**src/include/ext_bus_defines.svh**
```systemverilog
// Purpose: Named constants for the external address/data bus pin controller.
// Assumes: 20 MHz system clock, one clock domain.
// Notes: Types live in ext_bus_pkg.
`ifndef EXT_BUS_DEFINES_SVH
`define EXT_BUS_DEFINES_SVH

`define INT_ADDR_W 24
`define EXT_ADDR_W 20
`define DATA_W 16
`define UPPER_LSB 16
`define UPPER_MSB 19
`define RESET_FETCH_INT 24'hFF2080
`define RESET_FETCH_EXT 24'h0F2080
`define ADDR_PHASE_CYC 2'h1
`define DATA_PHASE_CYC 2'h2

`endif

```
**src/include/ext_bus_pkg.sv**
```systemverilog
// Purpose: Types shared by the external bus pin controller.
// Assumes: Included after ext_bus_defines.svh.
// Notes: None.
package ext_bus_pkg;
  typedef enum logic [1:0] {MODE_MUX16, MODE_MUX8, MODE_DEMUX16, MODE_DEMUX8} bus_mode_t;
  typedef enum {ST_IDLE, ST_ADDR, ST_DATA} bus_state_t;
endpackage

```
**src/rtl/ext_bus_pins.sv**
```systemverilog
// Purpose: Drives the external address, shared address/data and latch strobe pins for one bus cycle.
// Assumes: Requests and port-function values are synchronous to clk_sys_i.
// Notes: One cycle address phase, two cycle data phase; no wait states.
// Contract
// - Low address lines carry address bits 0 to 15 for the whole external cycle in all modes.
// - Upper address lines carry address bits 16 to 19 for the whole external cycle.
// - Internal addresses are 24 bits wide but only the low 20 bits reach the pins.
// - After reset the fetch address is FF2080h for internal execution or F2080h for external.
// - Upper address pins double as extended port pins 3 to 0.
// - With no external access in progress the shared pins serve as general port pins.
// - 16-bit multiplexed: shared lines carry address first, then data.
// - 8-bit multiplexed: upper shared byte holds address 15:8 all cycle, lower byte address then data.
// - 16-bit demultiplexed: shared lines carry only data all cycle.
// - 8-bit demultiplexed: lower byte is data, upper byte shows the internal bus high byte.
// - The latch strobe pulses only for external cycles.
// - The latch strobe marks the cycle start while a valid address is on the pins.
// - The latch strobe is confined to the address phase and drops before the cycle ends.
// - High byte enable low and bit zero select bytes: 00 both, 01 high, 10 low.
`timescale 1ns/1ps
`include "ext_bus_defines.svh"

module ext_bus_pins
(
  input wire logic clk_sys_i,
  input wire logic resetn_i,
  input wire logic boot_external_i,
  input wire logic req_i,
  input wire logic [`INT_ADDR_W-1:0] req_addr_i,
  input wire logic req_external_i,
  input wire logic req_write_i,
  input wire logic req_word_i,
  input wire ext_bus_pkg::bus_mode_t req_mode_i,
  input wire logic [`DATA_W-1:0] wdata_i,
  input wire logic [`DATA_W-1:0] int_bus_i,
  input wire logic [`DATA_W-1:0] shared_in_i,
  input wire logic [`DATA_W-1:0] port_out_i,
  input wire logic [`DATA_W-1:0] port_oe_i,
  input wire logic [3:0] extended_port_out_i,
  input wire logic [3:0] extended_port_oe_i,
  output logic [`INT_ADDR_W-1:0] reset_fetch_o,
  output logic busy_o,
  output logic done_o,
  output logic [`DATA_W-1:0] rdata_o,
  output logic [15:0] low_address_lines_o,
  output logic [3:0] upper_address_lines_o,
  output logic [3:0] upper_address_lines_oe_o,
  output logic [`DATA_W-1:0] shared_addr_data_lines_o,
  output logic [`DATA_W-1:0] shared_addr_data_lines_oe_o,
  output logic address_latch_o,
  output logic high_byte_enable_n_o
);
  import ext_bus_pkg::*;

  ////////////////////////////////////////////////////////////////////////////
  bus_state_t state_reg, state_next;
  bus_mode_t mode_reg, mode_next;
  logic [`EXT_ADDR_W-1:0] addr_reg, addr_next;
  logic [`DATA_W-1:0] wdata_reg, wdata_next;
  logic write_reg, write_next;
  logic word_reg, word_next;
  logic [1:0] cnt_reg, cnt_next;
  logic done_reg, done_next;
  logic [`DATA_W-1:0] rdata_reg, rdata_next;
  logic [`INT_ADDR_W-1:0] fetch_reg, fetch_next;
  logic fetch_taken_reg, fetch_taken_next;

  always_comb
  begin
    state_next = state_reg;
    mode_next = mode_reg;
    addr_next = addr_reg;
    wdata_next = wdata_reg;
    write_next = write_reg;
    word_next = word_reg;
    cnt_next = cnt_reg;
    done_next = 1'b0;
    rdata_next = rdata_reg;
    fetch_next = fetch_reg;
    fetch_taken_next = 1'b1;
    // The boot strap is sampled on the first clock after reset release.
    if (!fetch_taken_reg)
    begin
      fetch_next = boot_external_i ? `RESET_FETCH_EXT : `RESET_FETCH_INT;
    end
    unique case (state_reg)
      ST_IDLE:
      begin
        // Internal accesses never touch the pins, so they never start a cycle.
        if (req_i && req_external_i)
        begin
          state_next = ST_ADDR;
          mode_next = req_mode_i;
          addr_next = req_addr_i[`EXT_ADDR_W-1:0];
          wdata_next = wdata_i;
          write_next = req_write_i;
          word_next = req_word_i;
          cnt_next = `ADDR_PHASE_CYC;
        end
      end
      ST_ADDR:
      begin
        cnt_next = cnt_reg - 2'h1;
        if (cnt_reg == `ADDR_PHASE_CYC)
        begin
          state_next = ST_DATA;
          cnt_next = `DATA_PHASE_CYC;
        end
      end
      ST_DATA:
      begin
        cnt_next = cnt_reg - 2'h1;
        if (cnt_reg == 2'h1)
        begin
          state_next = ST_IDLE;
          done_next = 1'b1;
          if (!write_reg)
          begin
            rdata_next = shared_in_i;
          end
        end
      end
    endcase
  end

  always_ff @(posedge clk_sys_i or negedge resetn_i)
  begin
    if (!resetn_i)
    begin
      state_reg <= ST_IDLE;
      mode_reg <= MODE_MUX16;
      addr_reg <= '0;
      wdata_reg <= '0;
      write_reg <= 1'b0;
      word_reg <= 1'b0;
      cnt_reg <= 2'h0;
      done_reg <= 1'b0;
      rdata_reg <= '0;
      fetch_reg <= `RESET_FETCH_INT;
      fetch_taken_reg <= 1'b0;
    end
    else
    begin
      state_reg <= state_next;
      mode_reg <= mode_next;
      addr_reg <= addr_next;
      wdata_reg <= wdata_next;
      write_reg <= write_next;
      word_reg <= word_next;
      cnt_reg <= cnt_next;
      done_reg <= done_next;
      rdata_reg <= rdata_next;
      fetch_reg <= fetch_next;
      fetch_taken_reg <= fetch_taken_next;
    end
  end

  ////////////////////////////////////////////////////////////////////////////
  // Pin values are computed from the next state so every pin leaves a flip-flop.
  logic [15:0] low_next;
  logic [3:0] upper_next, upper_oe_next;
  logic [`DATA_W-1:0] ad_next, ad_oe_next;
  logic ale_next, bhe_n_next;
  logic [15:0] low_reg;
  logic [3:0] upper_reg, upper_oe_reg;
  logic [`DATA_W-1:0] ad_reg, ad_oe_reg;
  logic ale_reg, bhe_n_reg;
  logic busy_reg;
  logic in_cycle, out_phase;

  always_comb
  begin
    in_cycle = (state_next != ST_IDLE);
    out_phase = write_next;
    low_next = low_reg;
    upper_next = extended_port_out_i;
    upper_oe_next = extended_port_oe_i;
    ad_next = port_out_i;
    ad_oe_next = port_oe_i;
    ale_next = 1'b0;
    bhe_n_next = 1'b1;
    if (in_cycle)
    begin
      low_next = addr_next[15:0];
      upper_next = addr_next[`UPPER_MSB:`UPPER_LSB];
      upper_oe_next = 4'hF;
      ale_next = (state_next == ST_ADDR);
      // Byte lanes: a word needs bit zero low; a single byte picks its lane by bit zero.
      bhe_n_next = !((mode_next == MODE_MUX16 || mode_next == MODE_DEMUX16) && (word_next || addr_next[0]));
      unique case (mode_next)
        MODE_MUX16:
        begin
          ad_next = (state_next == ST_ADDR) ? addr_next[15:0] : wdata_next;
          ad_oe_next = (state_next == ST_ADDR || out_phase) ? 16'hFFFF : 16'h0000;
        end
        MODE_MUX8:
        begin
          ad_next[15:8] = addr_next[15:8];
          ad_next[7:0] = (state_next == ST_ADDR) ? addr_next[7:0] : wdata_next[7:0];
          ad_oe_next = {8'hFF, (state_next == ST_ADDR || out_phase) ? 8'hFF : 8'h00};
        end
        MODE_DEMUX16:
        begin
          ad_next = wdata_next;
          ad_oe_next = out_phase ? 16'hFFFF : 16'h0000;
        end
        MODE_DEMUX8:
        begin
          ad_next = {int_bus_i[15:8], wdata_next[7:0]};
          ad_oe_next = {8'hFF, out_phase ? 8'hFF : 8'h00};
        end
      endcase
    end
  end

  always_ff @(posedge clk_sys_i or negedge resetn_i)
  begin
    if (!resetn_i)
    begin
      low_reg <= '0;
      upper_reg <= '0;
      upper_oe_reg <= '0;
      ad_reg <= '0;
      ad_oe_reg <= '0;
      ale_reg <= 1'b0;
      bhe_n_reg <= 1'b1;
      busy_reg <= 1'b0;
    end
    else
    begin
      low_reg <= low_next;
      upper_reg <= upper_next;
      upper_oe_reg <= upper_oe_next;
      ad_reg <= ad_next;
      ad_oe_reg <= ad_oe_next;
      ale_reg <= ale_next;
      bhe_n_reg <= bhe_n_next;
      busy_reg <= in_cycle;
    end
  end

  assign reset_fetch_o = fetch_reg;
  // Busy is registered from the next state, so it equals a compare of the state but leaves a flip-flop.
  assign busy_o = busy_reg;
  assign done_o = done_reg;
  assign rdata_o = rdata_reg;
  assign low_address_lines_o = low_reg;
  assign upper_address_lines_o = upper_reg;
  assign upper_address_lines_oe_o = upper_oe_reg;
  assign shared_addr_data_lines_o = ad_reg;
  assign shared_addr_data_lines_oe_o = ad_oe_reg;
  assign address_latch_o = ale_reg;
  assign high_byte_enable_n_o = bhe_n_reg;
endmodule

```
**config.mk**
```make
export PLATFORM = sky130hd
export DESIGN_NAME = ext_bus_pins
export DESIGN_NICKNAME = d
export VERILOG_FILES = /design/src/include/ext_bus_pkg.sv /design/src/rtl/ext_bus_pins.sv
export VERILOG_INCLUDE_DIRS = /design/src /design/src/include
export SDC_FILE = /design/constraint.sdc
export NUM_CORES = 1
export LEC_CHECK = 0
export BUFFER_PORTS_ARGS = -buffer_cell sky130_fd_sc_hd__buf_4
export CORE_MARGIN = 2
export CORE_UTILIZATION = 45
export DETAILED_ROUTE_END_ITERATION = 16
export PLACE_DENSITY = 0.7
export SETUP_SLACK_MARGIN = 0.2
export SLEW_MARGIN = 30
export SYNTH_ARGS = -nofsm -noshare
export SYNTH_HDL_FRONTEND = slang
export SYNTH_SLANG_ARGS = --single-unit
```
**constraint.sdc**
```tcl
create_clock -name clk_sys_i -period 3 [get_ports clk_sys_i]
set_clock_uncertainty 0.05 [all_clocks]
set_input_delay 0.45 -clock clk_sys_i [delete_from_list [all_inputs] [get_ports clk_sys_i]]
set_output_delay 0.45 -clock clk_sys_i [all_outputs]
set_load 0.02 [all_outputs]
```
==> results.toml <==
[sta]
fmax_mhz = 371.5
finalMaxSlewViolations = 0
finalSetupTns_ps = 0
rsz0062_at_grt = "no"
finalHoldViolCount = 16
slew_headroom_pct = 55.78
worst_pin_slew_ps = 663.3
period_needed_ps = 2692
fin_crit_sh_pct = 89.72
setup_violations = 0
fin_hold_ws_ps = -30.74

[drt]
wl_per_cell_um = 15.77
vias = 4845
dr.pass1.iters = 5
drt_iter0_markers = 229
wirelength_um = 15200
ant_nets = 0
drc_errors = 0
routed_via_density = 5.026

[die]
core_mm2 = 0.01399
die_w_um = 124.3
io_pins = 221
start_util_pct = 46.54
die_height_um = 124.3
die_area_mm2 = 0.01544
core.rowCount = 43

[setup_path]
r2r_slack_ps = 310
regToRegStartpoint = "state_reg[27]$_DFF_PN0_"
worst_setup_path_start_kind = "register"
r2r_end = "rdata_o[4]$_DFFE_PN0P_"
reg2reg_depth = 7
end_kind = "register"
cp_max_fo = 16
critical_path_class = "reg2reg"
arrival_ps = 2940
worstPathRequired_ps = 3250

[logic_synthesis]
yosys.area.top_type = "dfrtp_1"
synth_xor_xnor_area_share_pct = 0.1345
synth-seq-area-share_pct = 58.47
avgSynthCellArea_um2 = 11.20
synth.top_cell.area_share_pct = 57.66
synth_seq_cells = 152
synth_async_sr_flop_share_pct = 100.0
synth_cell_type_count = 50
synth-simple-area-share_pct = 14.41
synth_cells = 581
synth_fa_ha_area_share_pct = 0.3844
synth_top_family_by_area = "simple AND/OR/NAND/NOR gates"
synth_edf_count = 0
syn_area_mm2 = 0.006510
synth.area.top_cells = "dfrtp_1 (58%), nand2_1 (4.0%), buf_4 (3.2%)"
synth_flop_cell = "dfrtp_1"
yosysWarnings = 0
synth_compound_area_share_pct = 11.15
synth_mux_area_share_pct = 8.534

[clock_tree]
cts.path.max_buffers = 2
cts.sinks = 152
insertion_delay_ps = 420
clk_pin_slew_worst_paths_ps = 60
htreeDepth = 4
cts_buffers = 17
cts_tree = "yes"
cts_root_buffer = "clkbuf_16"

[finish]
largest_reg_flops = 32
layout_common_cells = "buf_4 (203), dfrtp_1 (150), nand2_1 (70)"
n_antenna_cell = 0
finish.utilization_pct = 62.22
stdcell_count = 964
fin_nets = 894
final_common_cell = "buf_4"
drive_gt1_share_pct = 34.95
area_delta_synth_final_pct = 33.69
final_cell_area_mm2 = 0.008703

[power]
leakagePower_nw = 4.219
p_int_mw = 6.010
power_frac_clock_pct = 22.0
comb_power_share_pct = 44.2
p_seq_share_pct = 33.7
vdd_drop_max_mv = 0.5579
power.density_mw_per_mm2 = 1118
netSwitchingPower_mw = 3.719
p_sw_share_pct = 38.22

[grt]
grt_pass1_wl_um = 25570
antenna_found_initial = 0
grtUsageTotal_pct = 20.61
grt_overflow = 0
grtUsageMet3_pct = 7.517
grt_use_met2_pct = 32.18
grtUsageMet1_pct = 26.82
grt_pass1_vias = 5036
top_usage_layer = "met2"
grt_max_degree = 72

[placement]
post_dp_cell_area_mm2 = 0.008044
gp_congestion = 0.7910
port_buffers = 188
dp_cells = 930
place_hpwl_um = 10810

[outcome]
violations = "hold timing"
status = "finished, violations left"

[job]
drv_cap = 0

[worst_hold_path]
hold_path.class = "in2async"
-- per-layer routing --
layer / part of all wire, % / up-vias
li1: - / 2316
met4: 1.4 / 0
met3: 8.0 / 20
met1: 42 / 2328
met2: 48 / 181
met5: 0 / -
-- per-stage QoR --
step	power (mW)	worst slack, ps
detailed placement	7.614	156.1
global route	10.45	176.8
floorplan	6.006	365.9
global placement	7.461	269.7
finish	9.729	308.3
CTS	9.815	210.7
-- Yosys cell counts, drive strengths merged (7+ instances only) --
library cell,number
a21oi,20
a31oi,10
and2,32
buf,45
clkbuf,10
dfrtp,150
inv,24
mux2,30
mux2i,18
nand2,70
nand3,9
nor2,39
nor4,8
o211ai,15
o21a,7
o21ai,46
-- power by group through the flow --
stage | combinational [mW] | sequential [mW] | clock (mW)
floorplan | 2.17 | 3.84 | 0
global placement | 4.19 | 3.27 | 0
detailed placement | 4.31 | 3.31 | 0
CTS | 4.33 | 3.29 | 2.20
global route | 4.76 | 3.38 | 2.31
finish | 4.30 | 3.28 | 2.14
-- cell type report --
cell class	count	area (um2)
Fill cell	1157	5285
Sequential cell	152	3806
Multi-Input combinational cell	368	2385
Timing Repair Buffer	207	1595
Clock buffer	21	450.4
Tap cell	180	225.2
Clock inverter	11	147.6
Inverter	25	93.84
-- kinds of logic (layout without fill, tap and decap cells) --
family	after synthesis	after routing
compound gates	117	117
xor+xnor	1	1
fa+ha+maj	2	2
buf+inv	80	264
flops	152	152
mux	48	48
other cells	2	21
simple gates	179	179
-- timing repair --
action                                 CTS  global route
resized for setup                        2             6
hold buffers                             0             0
setup buffers                            0             2
setup endpoints to repair                5            42
pin swaps                                0             2
endpoints found under the hold margin    0             0
-- worst max-delay path by stage --
| stage | to | cells past startpoint | slack (ps) | startpoint |
|---|---|---|---|---|
| 2_1_floorplan | shared_addr_data_lines_oe_o[10]$_DFF_PN0_ | 8 | 370 | state_reg[19]$_DFF_PN0_ |
| 3_3_place_gp | shared_addr_data_lines_oe_o[9]$_DFF_PN0_ | 7 | 270 | state_reg[8]$_DFF_PN0_ |
| 3_5_place_dp | high_byte_enable_n_o$_DFF_PN1_ | 7 | 160 | state_reg[8]$_DFF_PN0_ |
| 4_1_cts | shared_addr_data_lines_o[7]$_DFF_PN0_ | 7 | 210 | state_reg[8]$_DFF_PN0_ |
| 5_1_grt | shared_addr_data_lines_oe_o[11]$_DFF_PN0_ | 10 | 180 | state_reg[3]$_DFF_PN0_ |
| 6_report | rdata_o[4]$_DFFE_PN0P_ | 7 | 310 | state_reg[27]$_DFF_PN0_ |
-- worst max-delay path: stages (launching register included) --
cell	delay [ps]
dfrtp_1	400
nor4_4	340
nand4_4	220
buf_4	200
or3_1	380
or3_1	390
buf_4	240
mux2_1	340
Note: power is estimated with default switching activity, not from simulation.
